**src/vsm_pkg.sv**
```systemverilog
// Constants shared by the inbound map decoder configuration block.
// Assumes a byte-addressed register port with 32-bit data words.
package vsm_pkg;
    // Register byte offsets
    localparam logic [7:0]  VSM_OFS_RANGE_ONE = 8'h00; // End hi / start lo
    localparam logic [7:0]  VSM_OFS_RANGE_TWO = 8'h04;
    localparam logic [7:0]  VSM_OFS_XLAT_ONE  = 8'h08; // Addr hi / select lo
    localparam logic [7:0]  VSM_OFS_XLAT_TWO  = 8'h0C; // Offset hi / select lo
    localparam logic [7:0]  VSM_OFS_CTRL      = 8'h10; // Both decoders' controls
    localparam logic [7:0]  VSM_OFS_STATUS    = 8'h40; // Last answer seen
    // Field positions in the control word
    localparam int          VSM_HALF_W        = 16;
    localparam int          VSM_POS_POST_TWO  = 24;
    localparam int          VSM_POS_SNOOP_TWO = 26;
    localparam int          VSM_POS_SUM_TWO   = 27;
    localparam int          VSM_POS_AM_TWO    = 16;
    localparam int          VSM_POS_POST_ONE  = 8;
    localparam int          VSM_POS_SNOOP_ONE = 10;
    localparam int          VSM_POS_SUM_ONE   = 11;
    localparam int          VSM_POS_AM_ONE    = 0;
    // Modifier select byte layout
    localparam int          VSM_AM_DATA       = 0;
    localparam int          VSM_AM_PROG       = 1;
    localparam int          VSM_AM_BLOCK      = 2;
    localparam int          VSM_AM_D64        = 3;
    localparam int          VSM_AM_A24        = 4;
    localparam int          VSM_AM_A32        = 5;
    localparam int          VSM_AM_USER       = 6;
    localparam int          VSM_AM_SUPER      = 7;
    // Implemented control bits; the rest read as zero
    localparam logic [31:0] VSM_CTRL_MASK     = 32'h0DFF_0DFF;
    // Reset values
    localparam logic [31:0] VSM_RST_WORD      = 32'h0000_0000;
    // Cycle type carried with an inbound request
    typedef enum logic [1:0] {
        VSM_CYC_DATA  = 2'h0,
        VSM_CYC_PROG  = 2'h1,
        VSM_CYC_BLOCK = 2'h2,
        VSM_CYC_D64   = 2'h3
    } vsm_cyc_t;
endpackage : vsm_pkg

```
**src/vsm_dec_if.sv**
```systemverilog
// Carrier between the configuration top and one map decoder.
// Assumes vsm_pkg is compiled first.
`timescale 1ns/10ps
`default_nettype none
interface vsm_dec_if;
    import vsm_pkg::*;
    logic [15:0] start_hi;  // Segment start, address bits 31..16
    logic [15:0] end_hi;    // Segment end, address bits 31..16
    logic [15:0] xaddr;     // Translation address or offset
    logic [15:0] xsel;      // Translation select mask
    logic [7:0]  am_sel;    // Modifier select byte
    logic        sum_en;    // Adder translation
    logic        post_en;   // Write posting
    logic [31:0] vaddr;     // Inbound address
    vsm_cyc_t    cyc;       // Inbound cycle type
    logic        a32;       // Extended address cycle
    logic        supv;      // Supervisory cycle
    logic        write;     // Write cycle
    logic        hit;       // Decoder claims the cycle
    logic        post;      // Claimed write may be posted
    logic [31:0] laddr;     // Translated local address
    modport cfg (output start_hi, end_hi, xaddr, xsel, am_sel, sum_en, post_en,
                 vaddr, cyc, a32, supv, write, input hit, post, laddr);
    modport dec (input start_hi, end_hi, xaddr, xsel, am_sel, sum_en, post_en,
                 vaddr, cyc, a32, supv, write, output hit, post, laddr);
endinterface : vsm_dec_if
`default_nettype wire

```
**src/vsm_cfg.sv**
```systemverilog
// Configuration registers and answer path for the two inbound map decoders.
// Assumes a one-clock register port and requests from same-clock logic.
//
// Functional notes
// - Decoder two value becomes offset under adder.
// - Post writes only while decoder post bit set.
// - Adder bit selects addition over bit replacement.
// - Snoop bits stored but without any effect.
// - Enable only with one bit per group.
// - Data cycles answered only with data bit.
// - Program cycles answered only with program bit.
// - Block cycles answered only with block bit.
// - D64 cycles answered only with D64 bit.
// - A24 cycles answered only with A24 bit.
// - A32 cycles answered only with A32 bit.
// - User cycles answered only with user bit.
// - Supervisory cycles answered only with supervisory bit.
// - One control word, decoder two upper half.
// - Replacement takes window bit where select set.
// - Adder sums offset with upper address bits.
// - A24 cycles zero top byte before compare.
//
// The strobed register port was left to the implementer.
`timescale 1ns/10ps
`default_nettype none
module vsm_cfg (
    // Clock and reset
    input  wire logic                  mclk,
    input  wire logic                  nrst,
    // Register port
    input  wire logic [7:0]            bus_addr,
    input  wire logic [31:0]           bus_wdata,
    input  wire logic                  bus_wr,
    input  wire logic                  bus_rd,
    output logic      [31:0]           bus_rdata,
    // Inbound request
    input  wire logic                  vme_valid,
    input  wire logic [31:0]           vme_addr,
    input  wire vsm_pkg::vsm_cyc_t     vme_cyc,
    input  wire logic                  vme_a32,
    input  wire logic                  vme_super,
    input  wire logic                  vme_write,
    // Answer, one cycle after the request
    output logic                       resp_valid,
    output logic                       resp_claim,
    output logic                       resp_sel_two,
    output logic                       resp_post,
    output logic      [31:0]           resp_laddr
);
    import vsm_pkg::*;

    // Register file
    logic [31:0] range_one_reg, range_one_next;  // End hi, start lo
    logic [31:0] range_two_reg, range_two_next;
    logic [31:0] xlat_one_reg,  xlat_one_next;   // Address hi, select lo
    logic [31:0] xlat_two_reg,  xlat_two_next;   // Offset hi, select lo
    logic [31:0] ctrl_reg,      ctrl_next;       // Both decoders' controls
    logic [31:0] rdata_reg,     rdata_next;      // Read data, one cycle late
    // Answer path
    logic        valid_reg,  valid_next;
    logic        claim_reg,  claim_next;
    logic        sel_two_reg, sel_two_next;
    logic        post_reg,   post_next;
    logic [31:0] laddr_reg,  laddr_next;
    // Status snapshot of the last request
    logic [2:0]  last_reg,   last_next;

    vsm_dec_if dif_one ();
    vsm_dec_if dif_two ();

    // Register writes and read mux
    always_comb begin
        range_one_next = range_one_reg;
        range_two_next = range_two_reg;
        xlat_one_next  = xlat_one_reg;
        xlat_two_next  = xlat_two_reg;
        ctrl_next      = ctrl_reg;
        rdata_next     = rdata_reg;
        if (bus_wr) begin
            unique case (bus_addr)
                VSM_OFS_RANGE_ONE: range_one_next = bus_wdata;
                VSM_OFS_RANGE_TWO: range_two_next = bus_wdata;
                // Select values are taken as written
                VSM_OFS_XLAT_ONE:  xlat_one_next  = bus_wdata;
                VSM_OFS_XLAT_TWO:  xlat_two_next  = bus_wdata;
                // Snoop bits are kept even though nothing reads them
                VSM_OFS_CTRL:      ctrl_next = bus_wdata & VSM_CTRL_MASK;
                default: begin
                    // Unmapped writes are dropped
                end
            endcase
        end
        if (bus_rd) begin
            unique case (bus_addr)
                VSM_OFS_RANGE_ONE: rdata_next = range_one_reg;
                VSM_OFS_RANGE_TWO: rdata_next = range_two_reg;
                VSM_OFS_XLAT_ONE:  rdata_next = xlat_one_reg;
                VSM_OFS_XLAT_TWO:  rdata_next = xlat_two_reg;
                VSM_OFS_CTRL:      rdata_next = ctrl_reg;
                VSM_OFS_STATUS:    rdata_next = {29'h0000_0000, last_reg};
                default:           rdata_next = 32'h0000_0000;
            endcase
        end else begin
            // Data stand only in the cycle after the strobe
            rdata_next = 32'h0000_0000;
        end
    end

    // Register file storage
    always_ff @(posedge mclk or negedge nrst) begin
        if (!nrst) begin
            range_one_reg <= VSM_RST_WORD;
            range_two_reg <= VSM_RST_WORD;
            xlat_one_reg  <= VSM_RST_WORD;
            xlat_two_reg  <= VSM_RST_WORD;
            ctrl_reg      <= VSM_RST_WORD;
            rdata_reg     <= VSM_RST_WORD;
        end else begin
            range_one_reg <= range_one_next;
            range_two_reg <= range_two_next;
            xlat_one_reg  <= xlat_one_next;
            xlat_two_reg  <= xlat_two_next;
            ctrl_reg      <= ctrl_next;
            rdata_reg     <= rdata_next;
        end
    end

    // Decoder one wiring, lower control half
    always_comb begin
        dif_one.start_hi = range_one_reg[VSM_HALF_W-1:0];
        dif_one.end_hi   = range_one_reg[31:VSM_HALF_W];
        dif_one.xaddr    = xlat_one_reg[31:VSM_HALF_W];
        dif_one.xsel     = xlat_one_reg[VSM_HALF_W-1:0];
        dif_one.am_sel   = ctrl_reg[VSM_POS_AM_ONE +: 8];
        dif_one.sum_en   = ctrl_reg[VSM_POS_SUM_ONE];
        dif_one.post_en  = ctrl_reg[VSM_POS_POST_ONE];
        dif_one.vaddr    = vme_addr;
        dif_one.cyc      = vme_cyc;
        dif_one.a32      = vme_a32;
        dif_one.supv     = vme_super;
        dif_one.write    = vme_write;
    end

    // Decoder two wiring, upper control half
    always_comb begin
        dif_two.start_hi = range_two_reg[VSM_HALF_W-1:0];
        dif_two.end_hi   = range_two_reg[31:VSM_HALF_W];
        dif_two.xaddr    = xlat_two_reg[31:VSM_HALF_W];
        dif_two.xsel     = xlat_two_reg[VSM_HALF_W-1:0];
        dif_two.am_sel   = ctrl_reg[VSM_POS_AM_TWO +: 8];
        dif_two.sum_en   = ctrl_reg[VSM_POS_SUM_TWO];
        dif_two.post_en  = ctrl_reg[VSM_POS_POST_TWO];
        dif_two.vaddr    = vme_addr;
        dif_two.cyc      = vme_cyc;
        dif_two.a32      = vme_a32;
        dif_two.supv     = vme_super;
        dif_two.write    = vme_write;
    end

    vsm_dec u_dec_one (
        .d (dif_one.dec)
    );

    vsm_dec u_dec_two (
        .d (dif_two.dec)
    );

    // Answer selection; overlapping segments resolve to decoder one
    always_comb begin
        valid_next   = vme_valid;
        claim_next   = 1'b0;
        sel_two_next = 1'b0;
        post_next    = 1'b0;
        laddr_next   = laddr_reg;
        last_next    = last_reg;
        if (vme_valid) begin
            if (dif_one.hit) begin
                claim_next = 1'b1;
                post_next  = dif_one.post;
                laddr_next = dif_one.laddr;
            end else if (dif_two.hit) begin
                claim_next   = 1'b1;
                sel_two_next = 1'b1;
                post_next    = dif_two.post;
                laddr_next   = dif_two.laddr;
            end else begin
                // Not ours: address output holds its last value
            end
            last_next = {dif_one.post | dif_two.post, dif_two.hit, dif_one.hit};
        end
    end

    // Answer registers
    always_ff @(posedge mclk or negedge nrst) begin
        if (!nrst) begin
            valid_reg   <= 1'b0;
            claim_reg   <= 1'b0;
            sel_two_reg <= 1'b0;
            post_reg    <= 1'b0;
            laddr_reg   <= VSM_RST_WORD;
            last_reg    <= 3'h0;
        end else begin
            valid_reg   <= valid_next;
            claim_reg   <= claim_next;
            sel_two_reg <= sel_two_next;
            post_reg    <= post_next;
            laddr_reg   <= laddr_next;
            last_reg    <= last_next;
        end
    end

    assign bus_rdata    = rdata_reg;
    assign resp_valid   = valid_reg;
    assign resp_claim   = claim_reg;
    assign resp_sel_two = sel_two_reg;
    assign resp_post    = post_reg;
    assign resp_laddr   = laddr_reg;
endmodule : vsm_cfg
`default_nettype wire

```
**src/vsm_dec.sv**
```systemverilog
// One inbound map decoder: modifier match, range compare, translation.
// Assumes a single clock domain; purely combinational.
`timescale 1ns/10ps
`default_nettype none
module vsm_dec (
    // Configuration and request in, answer out
    vsm_dec_if.dec d
);
    import vsm_pkg::*;

    logic        enabled;   // One bit set in every group
    logic        type_ok;   // Cycle type selected
    logic        width_ok;  // Address width selected
    logic        priv_ok;   // Privilege selected
    logic [15:0] cmp_hi;    // Compared upper address
    logic        in_range;  // Inside start..end
    logic [15:0] sum_hi;    // Adder result
    logic [15:0] rep_hi;    // Replacement result

    // Group gating and per-bit cycle matching
    always_comb begin
        enabled = (|d.am_sel[VSM_AM_D64:VSM_AM_DATA])
                & (|d.am_sel[VSM_AM_A32:VSM_AM_A24])
                & (|d.am_sel[VSM_AM_SUPER:VSM_AM_USER]);
        unique case (d.cyc)
            VSM_CYC_DATA:  type_ok = d.am_sel[VSM_AM_DATA];
            VSM_CYC_PROG:  type_ok = d.am_sel[VSM_AM_PROG];
            VSM_CYC_BLOCK: type_ok = d.am_sel[VSM_AM_BLOCK];
            VSM_CYC_D64:   type_ok = d.am_sel[VSM_AM_D64];
        endcase
        // Standard or extended width
        width_ok = d.a32 ? d.am_sel[VSM_AM_A32] : d.am_sel[VSM_AM_A24];
        // Privilege
        priv_ok  = d.supv ? d.am_sel[VSM_AM_SUPER] : d.am_sel[VSM_AM_USER];
    end

    // Range compare and translation
    always_comb begin
        // Short cycles drop the top byte before compare
        cmp_hi   = d.a32 ? d.vaddr[31:16] : {8'h00, d.vaddr[23:16]};
        in_range = (cmp_hi >= d.start_hi) && (cmp_hi <= d.end_hi);
        // Adder wraps at 4GB; carry out is dropped
        sum_hi   = 16'(cmp_hi + d.xaddr);
        // Bitwise pick between window and bus address
        rep_hi   = (d.xaddr & d.xsel) | (cmp_hi & ~d.xsel);
        d.laddr  = {(d.sum_en ? sum_hi : rep_hi), d.vaddr[15:0]};
        d.hit    = enabled & type_ok & width_ok & priv_ok & in_range;
        d.post   = d.hit & d.write & d.post_en;
    end
endmodule : vsm_dec
`default_nettype wire

```
**config.mk**
```make
export PLATFORM = sky130hd
export DESIGN_NAME = vsm_cfg
export DESIGN_NICKNAME = d
export VERILOG_FILES = /design/src/vsm_pkg.sv /design/src/vsm_dec_if.sv /design/src/vsm_cfg.sv /design/src/vsm_dec.sv
export SDC_FILE = /design/constraint.sdc
export NUM_CORES = 1
export LEC_CHECK = 0
export ABC_CLOCK_PERIOD_IN_PS = 4100
export BUFFER_PORTS_ARGS = -buffer_cell sky130_fd_sc_hd__buf_2
export CAP_MARGIN = 40
export CORE_ASPECT_RATIO = 1.75
export CORE_MARGIN = 5
export CORE_UTILIZATION = 60
export CTS_BUF_LIST = sky130_fd_sc_hd__clkbuf_8
export CTS_CLUSTER_SIZE = 20
export DETAILED_ROUTE_END_ITERATION = 7
export PLACE_DENSITY = 0.92
export SETUP_SLACK_MARGIN = 0.15
export SLEW_MARGIN = 20
export SYNTH_ARGS = -nofsm -noshare
export SYNTH_HDL_FRONTEND = slang
export SYNTH_SLANG_ARGS = --single-unit
export TNS_END_PERCENT = 1
```
**constraint.sdc**
```tcl
create_clock -name mclk -period 4.1 [get_ports mclk]
set_clock_uncertainty 0.1 [all_clocks]
set_input_delay 0 -clock mclk [delete_from_list [all_inputs] [get_ports mclk]]
set_output_delay 0 -clock mclk [all_outputs]
set_load 0.01 [all_outputs]
```
After elaboration in Yosys (flattened, before gate mapping):

Index checks and enable logic that the tools add are counted.

* $add $sub $neg: 2
* multipliers: 0
* div/mod/pow operators: 0
* $lt $le $gt $ge: 4
* equality and inequality tests: 8
* shift operators: 0
* multiplexer cells: 21
* bitwise logic cells: 25
* reduce and logical (&&, ||, !) cells: 17

Operators with widths (number)
* 32-bit case mux with 6 select lines: 1
* 32-bit 2-to-1 mux: 3
* 16-bit AND: 4
* 16-bit 2-to-1 mux: 3
* 16-bit adder: 2
* 16-bit >= comparator: 2
* 16-bit <= comparator: 2
* 16-bit NOT: 2
* 16-bit bitwise OR: 2
* 1-bit AND: 16
* 8-bit by 4-bit == test with 1-bit output, second input constant: 2
* 1-bit 2-to-1 mux: 12
* 2-bit AND reduction: 6
* 8-bit by 3-bit == test with 1-bit output, second input constant: 1
* 8-bit by 5-bit == test with 1-bit output, second input constant: 1
* 8-bit by 7-bit == test with 1-bit output, second input constant: 1
* 8-bit zero test: 1
* 1-bit case mux with 4 select lines: 2
* 2-bit OR reduction: 4
* 4-bit OR reduction: 2
* 2-bit == test, second input constant: 2
* 2-bit by 1-bit == test with 1-bit output, second input constant: 1
* 1-bit logical AND: 2
* 2-bit zero test: 1
* 2 further kinds: 2

* register bits after elaboration: 221
* bits in latches: 0
* memory bits (writable): 0
* memory bits (read-only): 0
* input port bits: 82
* output and inout bits: 68
* memories kept: 0

Longest topological paths before layout:

* depth after elaboration: 12
* depth in mapped cells: 14
* gate-level depth less buffers: 12

Modules after synthesis:

Synthesis repeated with hierarchy kept, for this count alone.

* cell total of the unflattened synthesis: 1318
* area total of the unflattened synthesis: 13768.2 µm²

By module, submodules not included
* vsm_cfg: instances 1, cells each 706, area an instance 9446.6 µm², sequential area each 5530.3 µm²
* vsm_dec: instances 2, cells each 306, area an instance 2160.8 µm², sequential area each 0.0 µm²

Worst setup path after synthesis:

Ideal clock, no wire load.

* path kind: input-to-reg
* from: input vme_a32
* to: register laddr_reg[0], in the netlist resp_laddr[0]
* setup time: 127 ps
* data arrival time: 2854 ps
* path slack: 1018 ps
* cell stages on the path: 11
* path buffers: 2
* cells stage by stage: buf_2 -> nand2_1 -> clkinv_1 -> ha_1 -> and4_1 -> nand4_1 -> or4_1 -> a211o_1 -> o31ai_4 -> buf_6 -> mux2_1

* longest elaborated chain between the ends: 6
* elaborated cells on any way between the ends: 18
* classes of those cells: 4 x order compare; 4 x mux; 6 x bitwise; 4 x reduce/logical

Ends and longest elaborated chain
* from (decl): RTL line vsm_cfg.sv:40 `input wire logic vme_a32,`
* 16-bit 2-to-1 mux / 1-bit 2-to-1 mux (equally long branches): RTL line vsm_dec.sv:40, vsm_dec.sv:32
* 16-bit >= comparator (tied with other cells): RTL line vsm_dec.sv:41 `in_range = (cmp_hi >= d.start_hi) && (cmp_hi <= d.end_hi);`
* 1-bit logical AND / 1-bit AND (equally long branches): RTL line vsm_dec.sv:41, vsm_dec.sv:47
* 1-bit AND: RTL line vsm_dec.sv:47 `d.hit = enabled & type_ok & width_ok & priv_ok & in_range;`
* 2-bit nonzero test (no line)
* 2-bit AND reduction (no line)
* to (signal assigned): RTL line vsm_cfg.sv:207 `laddr_reg <= laddr_next;`
* to (decl): RTL line vsm_cfg.sv:64 `logic [31:0] laddr_reg, laddr_next;`

Several ways; a longest one is shown, not always the timed one.
A chain may end at the register's enable or synchronous reset.

Final worst setup path:

* from: register range_two_reg[17]
* to: register laddr_reg[20], in the netlist resp_laddr[20]

* longest elaborated chain between the ends: 5

Ends and longest elaborated chain
* from (decl): RTL line vsm_cfg.sv:54 `logic [31:0] range_two_reg, range_two_next;`
* from (signal assigned): RTL line vsm_cfg.sv:120 `range_two_reg <= range_two_next;`
* 16-bit <= comparator: RTL line vsm_dec.sv:41
* 1-bit logical AND: RTL line vsm_dec.sv:41
* 1-bit AND: RTL line vsm_dec.sv:47
* 2-bit nonzero test (no line)
* 2-bit AND reduction (no line)

Every way passes these cells.

==> impl_metrics.csv <==
group,metric,value,unit
outcome,status,"complete, but fails checks",
outcome,failed_checks,"negative hold slack",
route,first_iter_violations,1097,
synth,synth_area_leader_cell,"dfrtp_1",
route,ant_nets,0,
timing,rsz0062_at_grt,"false",
floorplan,die_w,121,µm
clock_tree,cts_root_buf,"clkbuf_8",
synth,muxShareOfSynthArea,0.173,
clock_tree,clock-sinks,221,
synth,synth-compound-area-share,0.160,
power_and_ir_drop,p_int,3580,µW
synth,yosys.area_share.simple,0.0832,
route,via_per_inst,6.58,
floorplan,initial_core_util,0.603,
power_and_ir_drop,clockPowerShare,0.386,
power_and_ir_drop,swShare,0.285,
layout,fill_cells,1515,
layout,diodes,0,
layout,fin_nets,1592,
placement,dp_hpwl,30800,µm
power_and_ir_drop,power.density,328,nW/µm²
floorplan,fp.dieH,204,µm
synth,synth_nets,1379,
clock_tree,numCtsBuffers,34,
critical_path,reg2regPathDepth,13,
layout,final_cells,1699,
timing,max_slew_margin,0.344,
grt,grt_antenna_before_repair,0,
clock_tree,cts.repair.resized,0,
timing,min_period,3430,ps
route,drt-total-wl,42700,µm
synth,synth-main-ff-cell,"dfrtp_1",
timing,hold_ws,-3.70,ps
power_and_ir_drop,p_sw,1420,µW
synth,synthXorXnorAreaFrac,0.0177,
synth,async_flop_share,1.00,
timing,fin_crit_sh,0.837,
synth,synth-seq-area-share,0.430,
timing,setup_viol,0,
placement,port_buffers,149,
placement,placed_cells,1585,
critical_path,required,4440,ps
timing,hold_violations,1,
timing,fmax,291,MHz
layout,drive_gt1_frac,0.287,
job,drv_cap,0,
clock_tree,htreeDepth,2,
timing,tns,0,ps
grt,grt-ovfl-total,0,
grt,grt_pass1_vias,11600,
timing,drv_slew,0,
synth,synth_top_family_by_area,"multiplexers",
synth,netlist.area_leader.share,0.430,
floorplan,core-area,21300,µm²
grt,track_usage,0.350,
power_and_ir_drop,leakagePower,0.00753,µW
critical_path,startpoint_type,"register",
layout,areaGrowthSynthToFinish,18.5,%
synth,synth_cell_types,73,
clock_tree,path_clk_slew,60,ps
critical_path,arrival,3770,ps
critical_path,crit_fanout,23,
timing,worst_pin_slew,984,ps
critical_path,crit_path_end_kind,"register",
power_and_ir_drop,peakVddDrop,0.314,mV
synth,syn-cell-area,12900,µm²
grt,grt_pass1_wl,65200,µm
route,firstDrtPassIters,6,
clock_tree,cts_buffer_depth,3,
grt,grt_max_degree,124,
route,drc,0,
synth,avgSynthCellArea,10.7,µm²
clock_tree,cts_tree,"built",
synth,synth-edff-count,0,
synth,yosys.area_share.adder,0.0918,
worst_hold_path,hp-class,"input pin to async pin",
synth,synthTopCellsByArea,"dfrtp_1, mux2_2, ha_1, nor2_1, inv_1",
synth,postSynthCellCount,1207,
clock_tree,insertion_delay,540,ps
critical_path,critPathKind,"register to register",
floorplan,core.rowCount,71,
route,wl_per_cell,25.1,µm
power_and_ir_drop,combinationalPowerShare,0.145,
floorplan,ios,150,
power_and_ir_drop,seq_power_share,0.470,
synth,ys_warn_count,0,
route,via_count,11200,
synth,synth_seq_cells,221,
floorplan,die_area,24600,µm²
placement,place_congestion,1.07,
==> through the flow <==
step	utilization	power (µW)	instance area [µm²]	setup WS [ps]
2_1_floorplan	-	2750	12900	1020
3_3_place_gp	0.654	3020	14000	761
3_5_place_dp	0.656	3040	14000	587
4_1_cts	0.715	5000	15200	723
5_1_grt	0.715	5180	15200	490
6_report	0.715	5000	15200	669
==> timing repair <==
item / in CTS / in global routing
hold buffers: 54 / 0
endpoints found under the hold margin: 298 / 0
buffers inserted: 0 / 0
==> layout by cell type, fill, tap and decap left out, types with 9 or more instances in the layout <==
cell type      synthesis  layout
a211o_1               10      10
a211oi_1              20      20
a21o_1                20      20
a21oi_1               50      50
a221oi_1              15      15
a222oi_1              19      19
a22o_1                19      19
a31oi_1               16      16
buf_2                  4     148
buf_4                  2      31
clkbuf_8               0      43
dfrtp_1              221     221
dlygate4sd3_1          0      54
ha_1                  88      88
inv_1                 83      89
mux2_1                11      11
mux2_2               159     159
mux2i_1               27      27
nand2_1               74      74
nand3_1                9       9
nand4_1               14      14
nor2_1                88      88
nor2b_1               10       9
o21ai_0               60      60
xnor2_1               16      16
xor2_1                10      10
==> worst max-delay path, stage by stage (launching register included) <==
cell     delay [ps]
dfrtp_1         380
inv_1            80
ha_1            230
nor2b_1         140
o21a_1          160
o21ai_0         160
a21oi_1         110
o31ai_1         550
nand4_1         430
o31ai_4         140
buf_4           320
buf_4           300
nor2_1           60
a31oi_1         160
==> metal layers <==
| metal | vias to the layer above | GRT usage | routed length (µm) |
|---|---|---|---|
| met2 | 708 | 0.598 | 21300 |
| met1 | 5345 | 0.370 | 13800 |
| li1 | 4855 | - | - |
| met5 | - | 0 | 0 |
| met3 | 269 | 0.0505 | 2900 |
| met4 | 0 | 0.313 | 4750 |
==> path summary, 6_finish.rpt <==
kind,to,startpoint,slack (ps)
max,resp_laddr[20],range_two_reg[17],670
min,bus_rdata[1],nrst,-4
max reg2reg,resp_laddr[20],range_two_reg[17],670
min reg2reg,resp_laddr[13],resp_laddr[13],380
max in group asynchronous,bus_rdata[12],nrst,2850
min in group mclk,resp_laddr[16],vme_addr[16],30
==> cell families after synthesis <==
group	count (synthesis)
buffers and inverters	143
DFF	221
and+or+nand+nor	236
AOI/OAI and AO/OA	288
xor gates and xnor gates	26
muxes	199
adders and majority gates	94
==> cells in the mapped netlist, types with 6 or more instances <==
cell type,count
clkbuf_1,41
o21ai_0,60
mux2_2,159
o21a_1,7
a22o_1,19
mux2_1,11
a211oi_1,20
nand2_1,74
a21oi_1,50
inv_1,83
a21o_1,20
and3_1,8
a222oi_1,19
xor2_1,10
nor2_1,88
nor3_1,6
a211o_1,10
a31oi_1,16
nand2b_1,7
nor2b_1,10
a221oi_1,15
xnor2_1,16
ha_1,88
o31ai_1,8
dfrtp_1,221
nand4_1,14
buf_1,10
mux2i_1,27
nand3_1,9
==> cell type report <==
type,instances,area [µm²],area share
clock buffer,43,592,0.0388
multi-input combinational,843,6800,0.446
timing repair buffer,236,1570,0.103
sequential,221,5530,0.363
clock inverter,17,111,0.00731
tap,255,319,0.0209
inverter,84,315,0.0207
==> power by group through the flow <==
stage | registers, µW | clock network, µW | logic (µW)
final | 2350 | 1930 | 723
after CTS | 2340 | 1950 | 711
after global placement | 2380 | 0 | 641
after detailed placement | 2380 | 0 | 664
after global routing | 2350 | 2040 | 788
after floorplan | 2340 | 0 | 407
Power figures use the tool's default switching activity.
